File: src/logic/rtctc_pkg.sv
/*
  Shared constants of the timekeeping counter chain: register map,
  field layout, divider figures and bus response codes.
  Assumes a 32-bit AXI4-Lite register bus with byte addresses.
*/
`default_nettype none
package rtctc_pkg;

  // ********************************************************
  // register map (byte offsets, one aligned word each)
  // ********************************************************
  localparam int REG_ADDR_W = 8;
  localparam logic [7:0] OFF_DIV = 8'h00;
  localparam logic [7:0] OFF_SEC = 8'h04;
  localparam logic [7:0] OFF_MIN = 8'h08;
  localparam logic [7:0] OFF_HR = 8'h0C;
  localparam logic [7:0] OFF_WK = 8'h10;
  localparam logic [7:0] OFF_CTRL2 = 8'h14;

  // ********************************************************
  // field layout
  // ********************************************************
  localparam int UNITS_LSB = 0;
  localparam int UNITS_W = 4;
  localparam int TENS_LSB = 4;
  localparam int SEC_TENS_W = 3;
  localparam int HR_TENS_W = 2;
  localparam int WK_W = 3;
  localparam int DIV_W = 7;
  localparam logic [3:0] DIGIT_TOP = 4'h9;
  localparam logic [3:0] SEC_TOP_TENS = 4'h5;
  localparam logic [3:0] HR_TOP_TENS = 4'h2;
  localparam logic [3:0] HR_TOP_UNITS = 4'h3;
  localparam logic [2:0] WK_TOP = 3'h6;
  localparam logic [2:0] WK_ZERO = 3'h0;
  localparam logic [2:0] WK_ONE = 3'h1;

  // control register two bits
  localparam int START_BIT = 0;
  localparam int DIVRST_BIT = 1;
  localparam int ADJ_BIT = 2;

  // ********************************************************
  // divider figures
  // ********************************************************
  localparam int OSC_HZ = 32768;
  localparam int DIV_IN_HZ = 128;
  localparam int PRE_COUNT = OSC_HZ / DIV_IN_HZ;
  localparam logic [7:0] PRE_TOP = 8'(PRE_COUNT - 1);
  localparam logic [7:0] PRE_ONE = 8'h01;
  localparam logic [6:0] DIV_TOP = 7'h7F;
  localparam logic [6:0] DIV_ONE = 7'h01;

  // ********************************************************
  // bus responses
  // ********************************************************
  localparam logic [1:0] RESP_OKAY = 2'h0;
  localparam logic [1:0] RESP_SLVERR = 2'h2;

endpackage
`default_nettype wire

File: src/logic/rtctc_bcd_counter.sv
/*
  Two-digit BCD counter stage with load, wrap at a top value and carry.
  Assumes inc and load come from logic on the same clock.
*/
`timescale 1ns/1ps
`default_nettype none
module rtctc_bcd_counter
  import rtctc_pkg::*;
#(
  parameter int TENS_W = 3,
  parameter logic [3:0] TOP_TENS = 4'h5,
  parameter logic [3:0] TOP_UNITS = 4'h9
) (
  input wire logic clk,
  input wire logic rst_b,
  input wire logic inc,
  input wire logic load,
  input wire logic [7:0] load_data,
  output logic [7:0] value,
  output logic carry
);

  logic [TENS_W-1:0] tens_r;
  logic [TENS_W-1:0] tens_nxt;
  logic [3:0] units_r;
  logic [3:0] units_nxt;
  logic at_top;

  assign at_top = (4'(tens_r) == TOP_TENS) && (units_r == TOP_UNITS);
  assign carry = inc && at_top;
  assign value = 8'({tens_r, units_r});

  always_comb begin
    tens_nxt = tens_r;
    units_nxt = units_r;
    if (load) begin
      tens_nxt = load_data[TENS_LSB +: TENS_W];
      units_nxt = load_data[UNITS_LSB +: UNITS_W];
    end else if (inc) begin
      if (at_top) begin
        tens_nxt = '0;
        units_nxt = '0;
      end else if (units_r == DIGIT_TOP) begin
        units_nxt = '0;
        tens_nxt = tens_r + TENS_W'(1);
      end else begin
        units_nxt = units_r + 4'h1;
      end
    end
  end

  // no reset: contents survive every reset
  always_ff @(posedge clk) begin
    tens_r <= tens_nxt;
    units_r <= units_nxt;
  end
endmodule
`default_nettype wire

File: src/logic/rtctc_top.sv
/*
  Timekeeping counter chain: oscillator prescaler, seven-stage
  sub-second divider, BCD seconds, minutes, hours and a weekday counter,
  with an AXI4-Lite register slave.
  Assumes OSC_32K is the free-running 32.768 kHz oscillator, asynchronous
  to REF_CLK, and that software stops counting before loading counters.

  // Function
  // - divider view read-only, bit 7 zero
  // - view bits 6..0 are 1Hz..64Hz stages
  // - divider reset or adjust bit clears divider
  // - divider untouched by any reset
  // - seconds advance on once-per-second carry
  // - seconds BCD tens 6..4, units 3..0
  // - time counters untouched by any reset
  // - minutes advance on seconds carry
  // - minutes BCD layout, legal 00 to 59
  // - hours advance on minutes carry
  // - hours BCD tens 5..4, legal 00 to 23
  // - weekday advances on daily carry
  // - weekday code bits 2..0, 0 to 6
*/
`timescale 1ns/1ps
`default_nettype none
module rtctc_top
  import rtctc_pkg::*;
#(
  parameter int ADDR_W = REG_ADDR_W
) (
  input wire logic REF_CLK,
  input wire logic RST_B,
  input wire logic OSC_32K,
  input wire logic [ADDR_W-1:0] S_AXI_AWADDR,
  input wire logic S_AXI_AWVALID,
  output logic S_AXI_AWREADY,
  input wire logic [31:0] S_AXI_WDATA,
  input wire logic [3:0] S_AXI_WSTRB,
  input wire logic S_AXI_WVALID,
  output logic S_AXI_WREADY,
  output logic [1:0] S_AXI_BRESP,
  output logic S_AXI_BVALID,
  input wire logic S_AXI_BREADY,
  input wire logic [ADDR_W-1:0] S_AXI_ARADDR,
  input wire logic S_AXI_ARVALID,
  output logic S_AXI_ARREADY,
  output logic [31:0] S_AXI_RDATA,
  output logic [1:0] S_AXI_RRESP,
  output logic S_AXI_RVALID,
  input wire logic S_AXI_RREADY
);

  function automatic logic hit(input logic [ADDR_W-1:0] a,
                               input logic [7:0] off);
    hit = (a[ADDR_W-1:2] == off[ADDR_W-1:2]);
  endfunction

  function automatic logic mapped(input logic [ADDR_W-1:0] a);
    mapped = hit(a, OFF_DIV) || hit(a, OFF_SEC) || hit(a, OFF_MIN) ||
             hit(a, OFF_HR) || hit(a, OFF_WK) || hit(a, OFF_CTRL2);
  endfunction

  // ********************************************************
  // oscillator sync and divider chain
  // ********************************************************
  logic osc_s1_r, osc_s2_r, osc_s3_r;
  logic [7:0] pre_r;
  logic [7:0] pre_nxt;
  logic [DIV_W-1:0] div_r;
  logic [DIV_W-1:0] div_nxt;
  logic osc_rise, pre_wrap, div_carry, div_clr;

  assign osc_rise = osc_s2_r && !osc_s3_r;
  assign pre_wrap = osc_rise && (pre_r == PRE_TOP);
  assign div_carry = pre_wrap && (div_r == DIV_TOP);

  always_comb begin
    pre_nxt = pre_r;
    div_nxt = div_r;
    if (div_clr) begin
      pre_nxt = '0;
      div_nxt = '0;
    end else if (osc_rise) begin
      pre_nxt = pre_wrap ? 8'h00 : pre_r + PRE_ONE;
      if (pre_wrap) begin
        div_nxt = div_r + DIV_ONE;
      end
    end
  end

  // no reset on the chain: it keeps running through resets
  always_ff @(posedge REF_CLK) begin
    osc_s1_r <= OSC_32K;
    osc_s2_r <= osc_s1_r;
    osc_s3_r <= osc_s2_r;
    pre_r <= pre_nxt;
    div_r <= div_nxt;
  end

  // ********************************************************
  // bus slave state
  // ********************************************************
  logic [ADDR_W-1:0] awaddr_r;
  logic [ADDR_W-1:0] awaddr_nxt;
  logic aw_held_r;
  logic aw_held_nxt;
  logic [7:0] wdata_r;
  logic [7:0] wdata_nxt;
  logic wstrb0_r;
  logic wstrb0_nxt;
  logic w_held_r;
  logic w_held_nxt;
  logic bvalid_r;
  logic bvalid_nxt;
  logic [1:0] bresp_r;
  logic [1:0] bresp_nxt;
  logic rvalid_r;
  logic rvalid_nxt;
  logic [31:0] rdata_r;
  logic [31:0] rdata_nxt;
  logic [1:0] rresp_r;
  logic [1:0] rresp_nxt;
  logic start_r, start_nxt;
  logic [WK_W-1:0] wk_r;
  logic [WK_W-1:0] wk_nxt;
  logic do_write, wr_en;
  logic ld_sec, ld_min, ld_hr, ld_wk;
  logic sec_inc, min_inc, hr_inc, wk_inc;
  logic sec_carry, min_carry, hr_carry;
  logic [7:0] sec_val, min_val, hr_val;

  assign S_AXI_AWREADY = !aw_held_r && !bvalid_r;
  assign S_AXI_WREADY = !w_held_r && !bvalid_r;
  assign S_AXI_ARREADY = !rvalid_r;
  assign S_AXI_BVALID = bvalid_r;
  assign S_AXI_BRESP = bresp_r;
  assign S_AXI_RVALID = rvalid_r;
  assign S_AXI_RDATA = rdata_r;
  assign S_AXI_RRESP = rresp_r;

  assign do_write = aw_held_r && w_held_r;
  assign wr_en = do_write && wstrb0_r;
  assign ld_sec = wr_en && hit(awaddr_r, OFF_SEC);
  assign ld_min = wr_en && hit(awaddr_r, OFF_MIN);
  assign ld_hr = wr_en && hit(awaddr_r, OFF_HR);
  assign ld_wk = wr_en && hit(awaddr_r, OFF_WK);
  assign div_clr = wr_en && hit(awaddr_r, OFF_CTRL2) &&
                   (wdata_r[DIVRST_BIT] || wdata_r[ADJ_BIT]);

  // carries gated by the start bit
  assign sec_inc = start_r && div_carry;
  assign min_inc = start_r && sec_carry;
  assign hr_inc = start_r && min_carry;
  assign wk_inc = start_r && hr_carry;

  always_comb begin
    awaddr_nxt = awaddr_r;
    aw_held_nxt = aw_held_r;
    wdata_nxt = wdata_r;
    wstrb0_nxt = wstrb0_r;
    w_held_nxt = w_held_r;
    bvalid_nxt = bvalid_r;
    bresp_nxt = bresp_r;
    rvalid_nxt = rvalid_r;
    rdata_nxt = rdata_r;
    rresp_nxt = rresp_r;
    start_nxt = start_r;
    if (S_AXI_AWVALID && S_AXI_AWREADY) begin
      awaddr_nxt = S_AXI_AWADDR;
      aw_held_nxt = 1'b1;
    end
    if (S_AXI_WVALID && S_AXI_WREADY) begin
      wdata_nxt = S_AXI_WDATA[7:0];
      wstrb0_nxt = S_AXI_WSTRB[0];
      w_held_nxt = 1'b1;
    end
    if (do_write) begin
      aw_held_nxt = 1'b0;
      w_held_nxt = 1'b0;
      bvalid_nxt = 1'b1;
      bresp_nxt = mapped(awaddr_r) ? RESP_OKAY : RESP_SLVERR;
      if (wr_en && hit(awaddr_r, OFF_CTRL2)) begin
        start_nxt = wdata_r[START_BIT];
      end
    end else if (bvalid_r && S_AXI_BREADY) begin
      bvalid_nxt = 1'b0;
    end
    if (S_AXI_ARVALID && S_AXI_ARREADY) begin
      rvalid_nxt = 1'b1;
      rresp_nxt = mapped(S_AXI_ARADDR) ? RESP_OKAY : RESP_SLVERR;
      rdata_nxt = 32'h0000_0000;
      // upper bits of every view read as zero
      if (hit(S_AXI_ARADDR, OFF_DIV)) begin
        rdata_nxt = 32'(div_r);
      end else if (hit(S_AXI_ARADDR, OFF_SEC)) begin
        rdata_nxt = 32'(sec_val);
      end else if (hit(S_AXI_ARADDR, OFF_MIN)) begin
        rdata_nxt = 32'(min_val);
      end else if (hit(S_AXI_ARADDR, OFF_HR)) begin
        rdata_nxt = 32'(hr_val);
      end else if (hit(S_AXI_ARADDR, OFF_WK)) begin
        rdata_nxt = 32'(wk_r);
      end else if (hit(S_AXI_ARADDR, OFF_CTRL2)) begin
        rdata_nxt = 32'(start_r);
      end
    end else if (rvalid_r && S_AXI_RREADY) begin
      rvalid_nxt = 1'b0;
    end
  end

  always_ff @(posedge REF_CLK) begin
    if (!RST_B) begin
      awaddr_r <= '0;
      aw_held_r <= 1'b0;
      wdata_r <= 8'h00;
      wstrb0_r <= 1'b0;
      w_held_r <= 1'b0;
      bvalid_r <= 1'b0;
      bresp_r <= RESP_OKAY;
      rvalid_r <= 1'b0;
      rdata_r <= 32'h0000_0000;
      rresp_r <= RESP_OKAY;
      start_r <= 1'b0;
    end else begin
      awaddr_r <= awaddr_nxt;
      aw_held_r <= aw_held_nxt;
      wdata_r <= wdata_nxt;
      wstrb0_r <= wstrb0_nxt;
      w_held_r <= w_held_nxt;
      bvalid_r <= bvalid_nxt;
      bresp_r <= bresp_nxt;
      rvalid_r <= rvalid_nxt;
      rdata_r <= rdata_nxt;
      rresp_r <= rresp_nxt;
      start_r <= start_nxt;
    end
  end

  // ********************************************************
  // time counters
  // ********************************************************
  rtctc_bcd_counter #(
    .TENS_W(SEC_TENS_W),
    .TOP_TENS(SEC_TOP_TENS),
    .TOP_UNITS(DIGIT_TOP)
  ) u_sec (
    .clk(REF_CLK),
    .rst_b(RST_B),
    .inc(sec_inc),
    .load(ld_sec),
    .load_data(wdata_r),
    .value(sec_val),
    .carry(sec_carry)
  );

  rtctc_bcd_counter #(
    .TENS_W(SEC_TENS_W),
    .TOP_TENS(SEC_TOP_TENS),
    .TOP_UNITS(DIGIT_TOP)
  ) u_min (
    .clk(REF_CLK),
    .rst_b(RST_B),
    .inc(min_inc),
    .load(ld_min),
    .load_data(wdata_r),
    .value(min_val),
    .carry(min_carry)
  );

  rtctc_bcd_counter #(
    .TENS_W(HR_TENS_W),
    .TOP_TENS(HR_TOP_TENS),
    .TOP_UNITS(HR_TOP_UNITS)
  ) u_hr (
    .clk(REF_CLK),
    .rst_b(RST_B),
    .inc(hr_inc),
    .load(ld_hr),
    .load_data(wdata_r),
    .value(hr_val),
    .carry(hr_carry)
  );

  always_comb begin
    wk_nxt = wk_r;
    if (ld_wk) begin
      wk_nxt = wdata_r[WK_W-1:0];
    end else if (wk_inc) begin
      wk_nxt = (wk_r == WK_TOP) ? WK_ZERO : wk_r + WK_ONE;
    end
  end

  // no reset: weekday survives every reset
  always_ff @(posedge REF_CLK) begin
    wk_r <= wk_nxt;
  end
endmodule
`default_nettype wire

File: config.mk
export PLATFORM = sky130hd
export DESIGN_NAME = rtctc_top
export DESIGN_NICKNAME = d
export VERILOG_FILES = /design/src/logic/rtctc_pkg.sv /design/src/logic/rtctc_bcd_counter.sv /design/src/logic/rtctc_top.sv
export SDC_FILE = /design/constraint.sdc
export NUM_CORES = 1
export LEC_CHECK = 0
export ABC_AREA = 1
export BUFFER_PORTS_ARGS = -buffer_cell sky130_fd_sc_hd__buf_2
export CAP_MARGIN = 20
export CORE_MARGIN = 2
export CORE_UTILIZATION = 50
export DETAILED_ROUTE_END_ITERATION = 7
export PLACE_DENSITY_LB_ADDON = 0.12
export SLEW_MARGIN = 20
export SYNTH_ARGS = -nofsm -noshare
export SYNTH_HDL_FRONTEND = slang
export SYNTH_SLANG_ARGS = --single-unit
File: constraint.sdc
create_clock -name REF_CLK -period 4 [get_ports REF_CLK]
set_clock_uncertainty 0.2 [all_clocks]
set_input_delay 0.2 -clock REF_CLK [delete_from_list [all_inputs] [get_ports REF_CLK]]
set_output_delay 0.2 -clock REF_CLK [all_outputs]
set_load 0.005 [all_outputs]
* Yosys cells after proc, flatten, opt, wreduce, memory -nomap -nowiden
Index checks and enable logic that the tools add are counted.
** Storage, ports and cells
- Flip-flop bits (word level) :: 98
- Input bits :: 60
- Logic and storage cells :: 154
** Operators by class
- $add $sub $neg :: 9
- Equal/unequal tests :: 20
- Mux-type cells :: 40
- Bitwise operators :: 1
- Reduce and logical (&&, ||, !) cells :: 61
** Operators with widths (count)
- 4-bit two-way mux :: 12
- 3-bit two-way mux :: 12
- 1-bit logical AND :: 28
- 6-bit by 2-bit equality test with 1-bit output, second input constant :: 4
- 6-bit by 3-bit equality test with 1-bit output, second input constant :: 4
- 7-bit two-way mux :: 3
- 4-bit by 1-bit adder with 4-bit output, second input constant :: 3
- 4-bit equality test, second input constant :: 3
- 6-bit by 1-bit equality test with 1-bit output, second input constant :: 2
- 6-bit logical NOT :: 2
- 2-bit two-way mux :: 6
- 2-bit nonzero test :: 6
- 1-bit logical OR :: 11
- 2-bit AND reduction :: 5
- 3-bit by 1-bit adder with 3-bit output, second input constant :: 3
- 3-bit equality test, second input constant :: 3
- 3-bit nonzero test :: 3
- 8-bit by 1-bit adder with 8-bit output, second input constant :: 1
- 8-bit equality test, second input constant :: 1
- 8-bit two-way mux :: 1
- 7-bit by 1-bit adder with 7-bit output, second input constant :: 1
- 7-bit equality test, second input constant :: 1
- 6-bit two-way mux :: 1
- 1-bit logical NOT :: 5
- 6 further kinds :: 10

* Logic depth before layout (Yosys ltp)
Gate-level depths: netlist of the first run.
- Depth in word-level cells :: 13
- Gate-level depth with buffers :: 10
- Gate-level depth less buffers :: 10

* Modules after synthesis
Synthesis of the first run repeated with hierarchy kept, for this count alone.
** Unflattened totals
- Cell total of the unflattened synthesis :: 580
- Area total of the unflattened synthesis :: 4370.4 sq um
** Modules (own cells, without submodules)
- rtctc_top :: instances 1, cells an instance 403, area an instance 2922.8 sq um, sequential area each 1051.0 sq um
- rtctc_bcd_counter (u_min ...) :: instances 2, cells an instance 58, area an instance 491.7 sq um, sequential area each 210.2 sq um
- rtctc_bcd_counter (u_hr) :: instances 1, cells an instance 61, area an instance 464.2 sq um, sequential area each 180.2 sq um

* Least setup slack after synthesis of the first run
OpenSTA, ideal clock, no wires.
- Path type :: reg-to-reg
- Start point :: register pre_r[0]
- End point :: register u_sec.tens_r[0] (enable)
- Setup time :: 303 ps
- Data arrival time :: 1473 ps
- Slack :: 2023 ps
- Cell stages (with the launch flop) :: 9
- Buffers on the path :: 0
- Cells stage by stage :: dfxtp_1 -> ha_1 -> nand3_1 -> nor2_2 -> nand4_4 -> nor2_4 -> nand4_4 -> o21ai_2 -> and2_1
** On the way
- Cells in the longest elaborated chain, start to end :: 6
** RTL lines
- from (decl) :: RTL line rtctc_top.sv:66 : logic [7:0] pre_r;
- from (signal assigned) :: RTL line rtctc_top.sv:95 : pre_r <= pre_nxt;
- 8-bit equality test :: RTL line rtctc_top.sv:73 : assign pre_wrap = osc_rise && (pre_r == PRE_TOP);
- 1-bit logical AND :: RTL line rtctc_top.sv:73
- 1-bit logical AND :: RTL line rtctc_top.sv:74 : assign div_carry = pre_wrap && (div_r == DIV_TOP);
- 1-bit logical AND :: RTL line rtctc_top.sv:150 : assign sec_inc = start_r && div_carry;
- 2-bit nonzero test (no source line)
- 2-bit AND reduction (no source line)
- to (signal assigned) :: RTL line rtctc_bcd_counter.sv:54 : tens_r <= tens_nxt;
- to (decl) :: RTL line rtctc_bcd_counter.sv:23 : logic [TENS_W-1:0] tens_r;
Every way passes these cells.
A chain may end at the register's enable or synchronous reset.

* Final worst setup path of the first run
- Start point :: register osc_s2_r
- End point :: register u_hr.tens_r[0] (enable)
** On the way
- Cells in the longest elaborated chain, start to end :: 10
** RTL lines
- from (decl) :: RTL line rtctc_top.sv:65 : logic osc_s1_r, osc_s2_r, osc_s3_r;
- from (signal assigned) :: RTL line rtctc_top.sv:93 : osc_s2_r <= osc_s1_r;
- 1-bit logical AND :: RTL line rtctc_top.sv:72 : assign osc_rise = osc_s2_r && !osc_s3_r;
- 1-bit logical AND :: RTL line rtctc_top.sv:73
- 1-bit logical AND :: RTL line rtctc_top.sv:74
- 1-bit logical AND :: RTL line rtctc_top.sv:150
- 1-bit logical AND :: RTL line rtctc_bcd_counter.sv:30 : assign carry = inc && at_top;
- 1-bit logical AND :: RTL line rtctc_top.sv:151 : assign min_inc = start_r && sec_carry;
- 1-bit logical AND :: RTL line rtctc_bcd_counter.sv:30
- 1-bit logical AND :: RTL line rtctc_top.sv:152 : assign hr_inc = start_r && min_carry;
- 2-bit nonzero test (no source line)
- 2-bit AND reduction (no source line)
- to (signal assigned) :: RTL line rtctc_bcd_counter.sv:54
- to (decl) :: RTL line rtctc_bcd_counter.sv:23
Every way passes these cells.

==> impl_metrics.py, run 1 <==
metrics = {
    "critical_path": {
        "setup.worst_path.class": "reg2reg",
        "crit_cells": 7,
        "reg2reg_to": "u_hr.tens_r[0]",
        "required_ns": 3.86,
        "reg2reg_slack_ns": 1.68,
        "crit_top_cell": "inv_1",
        "rr_worst_depth": 7,
        "critPathTopFamily": "simple AND/OR/NAND/NOR gates",
        "worstPathCellList": "inv_1, nor2_1, inv_1, nor4_1, nand4_1, nand2_1, and2_1",
        "cp_max_fo": 6,
        "reg2reg_from": "osc_s2_r",
        "cp-start-kind": "flip-flop",
        "cp-end-kind": "flip-flop",
        "crit_buf_inv": 2,
        "max_stage_delay_ns": 0.45,
        "crit_slowest_cell": "nor4_1",
        "crit_arrival_ns": 2.17,
    },
    "floorplan": {
        "io_pins": 101,
        "die_w_um": 89.7,
        "core_area_um2": 7180,
        "dieArea_um2": 8050,
        "rows": 31,
        "die-height_um": 89.7,
        "start_util": 0.512,
    },
    "global_route": {
        "grtUsageMet3": 0.0503,
        "antenna_found_initial": 0,
        "grt_start_max_net_pins": 25,
        "grt_pass1_vias": 2920,
        "use_met2": 0.355,
        "grt_use_total": 0.209,
        "met1_usage": 0.264,
        "grt_overflow": 0,
        "grt_pass1_wl_um": 13500,
        "busiest_layer": "met2",
    },
    "timing": {
        "worstMarginPinSlew_ns": 0.822,
        "maxSlewViolCount": 0,
        "setup-violations-final": 0,
        "rsz0062_at_grt": "no",
        "finalWorstSetupSlack_ns": 1.68,
        "hold_violations": 0,
        "post-route-period-util": 0.579,
        "fmax_ghz": 0.432,
        "timing.slew.headroom": 0.446,
        "period_needed_ns": 2.32,
        "tns_ns": 0,
    },
    "synthesis": {
        "synth-seq-cells": 69,
        "ys_seq_area_frac": 0.439,
        "syn_avg_cell_area_um2": 8.06,
        "syn_inst": 456,
        "synth_area_leader_cell": "dfxtp_1",
        "syn_area_um2": 3670,
        "yosysWarnings": 0,
        "ys_types": 41,
        "synth_top_area_frac": 0.251,
        "synth_area_leaders": "dfxtp_1, edfxtp_1, inv_1, o21ai_0, buf_4",
    },
    "finish": {
        "n_fill_cell": 683,
        "drive_above_1_share": 0.141,
        "final_util": 0.594,
        "fin_cells": 624,
        "final_cell_area_um2": 4260,
        "n_antenna_cell": 0,
        "syn_to_final_growth_pct": 16.0,
        "fin_nets": 593,
    },
    "placed_design": {
        "port_buffers": 41,
        "dpl.hpwl_um": 6050,
        "dp_slack_ns": 1.66,
        "postPlaceCellArea_um2": 3870,
        "gp_routability_congestion": 0.797,
        "place_inst": 589,
    },
    "pwr": {
        "p_per_area_nw_per_um2": 364,
        "p_leak_nw": 1.96,
        "vdd_drop_max_mv": 0.204,
    },
    "drt": {
        "wl_per_cell_um": 13.2,
        "first_pass_iters": 4,
        "vias_per_cell": 5.04,
        "drtIter0Drc": 168,
        "ant_nets": 0,
        "drc": 0,
        "vias": 3148,
        "drt-total-wl_um": 8250,
    },
    "hold_path": {
        "whs_path_depth": 2,
        "min_from": "RST_B",
        "min_to": "S_AXI_RVALID",
        "hp-class": "in2reg",
    },
    "clocking": {
        "cts_sinks": 69,
        "clockBufferDepth": 2,
        "path_clk_slew_ns": 0.08,
        "cts_setup_buffers": 0,
        "root_buffer": "clkbuf_8",
        "cts_buffers": 9,
        "htreeDepth": 3,
        "cts_tree": "done",
        "clkLatencyLatePin_ns": 0.35,
    },
    "run": {
        "maxCapViolations": 0,
    },
    "status": {
        "status": "completed",
    },
}
## worst register-to-register path, stage by stage (launching register included)
cell     delay [ns]
dfxtp_1        0.35
inv_1          0.04
nor2_1         0.29
inv_1          0.12
nor4_1         0.45
nand4_1        0.14
nand2_1        0.21
and2_1         0.21
## cell usage in the layout, fill, tap and decap left out, types with 12 or more instances in the layout
| master | count |
|---|---|
| edfxtp_1 | 23 |
| nand3_1 | 30 |
| a21oi_1 | 36 |
| ha_1 | 12 |
| nor2_1 | 38 |
| o21ai_0 | 42 |
| dfxtp_1 | 46 |
| buf_2 | 41 |
| conb_1 | 27 |
| dlygate4sd3_1 | 20 |
| o22ai_1 | 14 |
| inv_1 | 68 |
| nand2_1 | 52 |
## area by class of cell
cell class	instances	area, um^2	area share
Clock buffer	9	124	0.0291
Clock inverter	6	63.8	0.0150
Multi-Input combinational cell	310	1670	0.392
Inverter	70	263	0.0617
Sequential cell	69	1610	0.378
Timing Repair Buffer	61	405	0.0951
Tap cell	99	124	0.0291
## cells by family after synthesis
| logic type | Yosys count | synth area share |
|---|---|---|
| AND/OR/NAND/NOR | 156 | 0.207 |
| buffers and inverters | 103 | 0.133 |
| AO/OA/AOI/OAI | 108 | 0.162 |
| XOR/XNOR | 7 | 0.0167 |
| flip-flops | 69 | 0.439 |
| adder cells (fa/ha/maj) | 12 | 0.0409 |
| other | 1 | 0.00102 |
## timing repair
action / CTS / global route
hold endpoints to repair: 19 / 0
hold buffers: 20 / 0
gates resized for setup: 0 / 0
## stage by stage
stage                     power [mW]  hold WS (ns)
after global placement         0.986         0.103
final                           1.55        0.0681
after global routing            1.62        0.0718
after CTS                       1.56        0.0633
after floorplan                0.953        0.0277
after detailed placement       0.991         0.106
## state kept, by name, summed over array words and instances (netlist names), 2 cells and up
| register | flops |
|---|---|
| wk_r | 3 |
| S_AXI_RDATA | 7 |
| u_hr.units_r | 4 |
| awaddr_r | 6 |
| u_hr.tens_r | 2 |
| u_sec.units_r | 4 |
| div_r | 7 |
| wdata_r | 7 |
| pre_r | 8 |
| u_min.units_r | 4 |
| u_min.tens_r | 3 |
| u_sec.tens_r | 3 |
## Yosys cell counts, drive strengths merged
master / count
inv: 69
nand2: 55
dfxtp: 46
o21ai: 46
nor2: 44
a21oi: 36
nand3: 30
buf: 29
edfxtp: 23
o22ai: 14
ha: 12
nand4: 11
nor3: 7
clkbuf: 4
xnor2: 4
a31oi: 3
xor2: 3
and2: 2
nand3b: 2
nor4: 2
o211ai: 2
o31ai: 2
or2: 2
a211oi: 1
a221oi: 1
and3b: 1
clkinv: 1
conb: 1
o211a: 1
o21a: 1
o221ai: 1
## per-layer routing
layer  share of wire  vias to the layer above
li1                -                     1614
met1            0.47                     1448
met2            0.48                       74
met3           0.043                       12
met4           0.011                        0
met5               0                        -
## power by group
group | switching (mW) | total, mW | internal (mW)
sequential | 0.0343 | 0.802 | 0.768
combinational | 0.113 | 0.189 | 0.0754
clock | 0.274 | 0.558 | 0.285
## how the worst max path moves through the flow
stage | startpoint | to | slack [ns]
global route | osc_s2_r | u_hr.tens_r[1] | 1.44
finish | osc_s2_r | u_hr.tens_r[0] | 1.68
floorplan | pre_r[0] | u_sec.tens_r[0] | 2.02
global placement | osc_s2_r | u_hr.tens_r[0] | 1.68
detailed placement | osc_s2_r | u_hr.tens_r[1] | 1.66
CTS | osc_s2_r | u_hr.tens_r[0] | 1.64
Power figures use the tool's default switching activity.
==> run 2, diff against run 1 <==
==> constraint.sdc (replaced) <==
create_clock -name REF_CLK -period 2.3 [get_ports REF_CLK]
set_clock_uncertainty 0.2 [all_clocks]
set_input_delay 0.115 -clock REF_CLK [delete_from_list [all_inputs] [get_ports REF_CLK]]
set_output_delay 0.115 -clock REF_CLK [all_outputs]
set_load 0.005 [all_outputs]
==> run 2 against run 1 <==
Effect of this change: cell area rose by 2.0%; via count grew 1.6%; critical path depth is 2 higher; sequential share of layout area fell by 0.75 points; first-iteration DRC count rose by 24%; register-to-register slack lost 1.5 ns; worst hold slack got worse by 0.068 ns; total power is 74% higher; critical endpoint is now u_min.tens_r[2].
==> impl_metrics.py, run 2 (synthesis gave the netlist of run 1 again) <==
metrics = {
    "status": {
        "status": "completed",
    },
    "placed_design": {
        "dpl.hpwl_um": 6140,
        "gp_routability_congestion": 0.807,
        "port_buffers": 41,
        "postPlaceCellArea_um2": 3930,
    },
    "timing": {
        "worstMarginPinSlew_ns": 0.767,
        "timing.slew.headroom": 0.483,
        "tns_ns": 0,
        "fmax_ghz": 0.477,
        "holdWs_ns": 0.000201,
        "period_needed_ns": 2.10,
        "setup-violations-final": 0,
        "maxSlewViolCount": 0,
        "rsz0062_at_grt": "no",
        "hold_violations": 0,
        "post-route-period-util": 0.911,
    },
    "critical_path": {
        "cp-start-kind": "flip-flop",
        "reg2reg_slack_ns": 0.20,
        "cp_max_fo": 4,
        "startpoint": "pre_r[0]",
        "rr_worst_depth": 9,
        "required_ns": 2.15,
        "setup.worst_path.class": "reg2reg",
        "reg2reg_to": "u_min.tens_r[2]",
        "reg2reg_from": "pre_r[0]",
        "cp-end-kind": "flip-flop",
        "crit_arrival_ns": 1.94,
    },
    "floorplan": {
        "start_util": 0.512,
        "core_area_um2": 7180,
        "io_pins": 101,
        "dieArea_um2": 8050,
        "die_w_um": 89.7,
        "die-height_um": 89.7,
        "rows": 31,
    },
    "global_route": {
        "grt_pass1_wl_um": 13600,
        "grt_overflow": 0,
        "grt_start_max_net_pins": 25,
        "antenna_found_initial": 0,
        "grt_pass1_vias": 2932,
        "grt_use_total": 0.210,
    },
    "finish": {
        "final_cell_area_um2": 4350,
        "fin_nets": 603,
        "layout_common_cells": "inv_1, nand2_1, dfxtp_1, o21ai_0, buf_2",
        "syn_to_final_growth_pct": 18.3,
        "top_register": "pre_r",
        "drive_above_1_share": 0.153,
        "n_antenna_cell": 0,
        "largest_register_ffs": 8,
        "layout_commonest_cell": "inv_1",
    },
    "clocking": {
        "clkLatencyLatePin_ns": 0.35,
        "path_clk_slew_ns": 0.08,
        "cts_sinks": 69,
        "cts_setup_buffers": 0,
        "htreeDepth": 3,
        "cts_buffers": 9,
        "cts_tree": "done",
        "clockBufferDepth": 2,
        "root_buffer": "clkbuf_8",
    },
    "hold_path": {
        "hp-class": "in2reg",
        "min_from": "RST_B",
        "min_to": "awaddr_r[4]",
        "whs_path_depth": 3,
    },
    "drt": {
        "vias_per_cell": 5.05,
        "drtIter0Drc": 209,
        "drc": 0,
        "drt-total-wl_um": 8270,
        "ant_nets": 0,
        "first_pass_iters": 4,
        "vias": 3199,
        "wl_per_cell_um": 13.0,
    },
    "pwr": {
        "power_frac_comb": 0.125,
        "p_per_area_nw_per_um2": 621,
        "p_clk_frac": 0.358,
        "intPower_mw": 1.97,
        "seqPwrFrac": 0.518,
        "switchingPower_uw": 731,
        "p_leak_nw": 2.01,
        "netSwitchingFraction": 0.271,
        "vdd_drop_max_mv": 0.399,
    },
    "run": {
        "maxCapViolations": 0,
    },
}
## run 2: repair_timing
item                       CTS  global route
gates resized for setup      0             1
hold buffers                23             0
hold endpoints to repair    21             0
setup endpoints to repair    0             2
## run 2: area by class of cell
class | instances | area (um^2)
fill | 653 | 2830
multi-input combinational | 310 | 1680
sequential | 69 | 1610
timing repair buffer | 71 | 488
inverter | 70 | 263
clock buffer | 9 | 124
tap | 99 | 124
clock inverter | 6 | 61.3
## run 2: worst max-delay path by stage
stage | end | slack [ns] | cells after the start
CTS | u_hr.tens_r[0] | 0.14 | 9
floorplan | u_sec.tens_r[0] | 0.32 | 8
global route | u_hr.tens_r[0] | 0.04 | 9
finish | u_min.tens_r[2] | 0.20 | 9
detailed placement | u_hr.tens_r[0] | 0.18 | 9
global placement | u_min.tens_r[0] | 0.22 | 9
## run 2: routing by layer
metal | wire length [um] | GRT usage | up-vias
met5 | 0 | 0 | -
met4 | 108 | 0.0628 | 0
met3 | 391 | 0.0469 | 10
met2 | 4010 | 0.363 | 87
met1 | 3750 | 0.263 | 1468
li1 | - | - | 1634
## run 2: critical path: stages, from the launching register on
cell and delay (ns):
dfxtp_1 0.34, ha_1 0.17, nand3_1 0.11, nor2_2 0.16, nand4_4 0.12, nor2_4 0.15
nand4_4 0.11, nor2_2 0.14, nand2_2 0.08, o21ai_2 0.20
## run 2: power by group through the flow
stage / clock network [mW] / logic, mW / registers [mW]
CTS: 0.980 / 0.336 / 1.40
floorplan: 0 / 0.246 / 1.41
detailed placement: 0 / 0.305 / 1.42
global placement: 0 / 0.295 / 1.42
global route: 1.04 / 0.386 / 1.41
finish: 0.965 / 0.337 / 1.40
## run 2: metrics by stage
step / util / worst slack (ns) / power [mW] / std cells
2_1_floorplan: - / 0.323 / 1.66 / 482
3_3_place_gp: 0.547 / 0.216 / 1.72 / 596
3_5_place_dp: 0.547 / 0.180 / 1.73 / 596
4_1_cts: 0.605 / 0.143 / 2.71 / 634
5_1_grt: 0.606 / 0.0434 / 2.83 / 634
6_report: 0.606 / 0.204 / 2.70 / 634
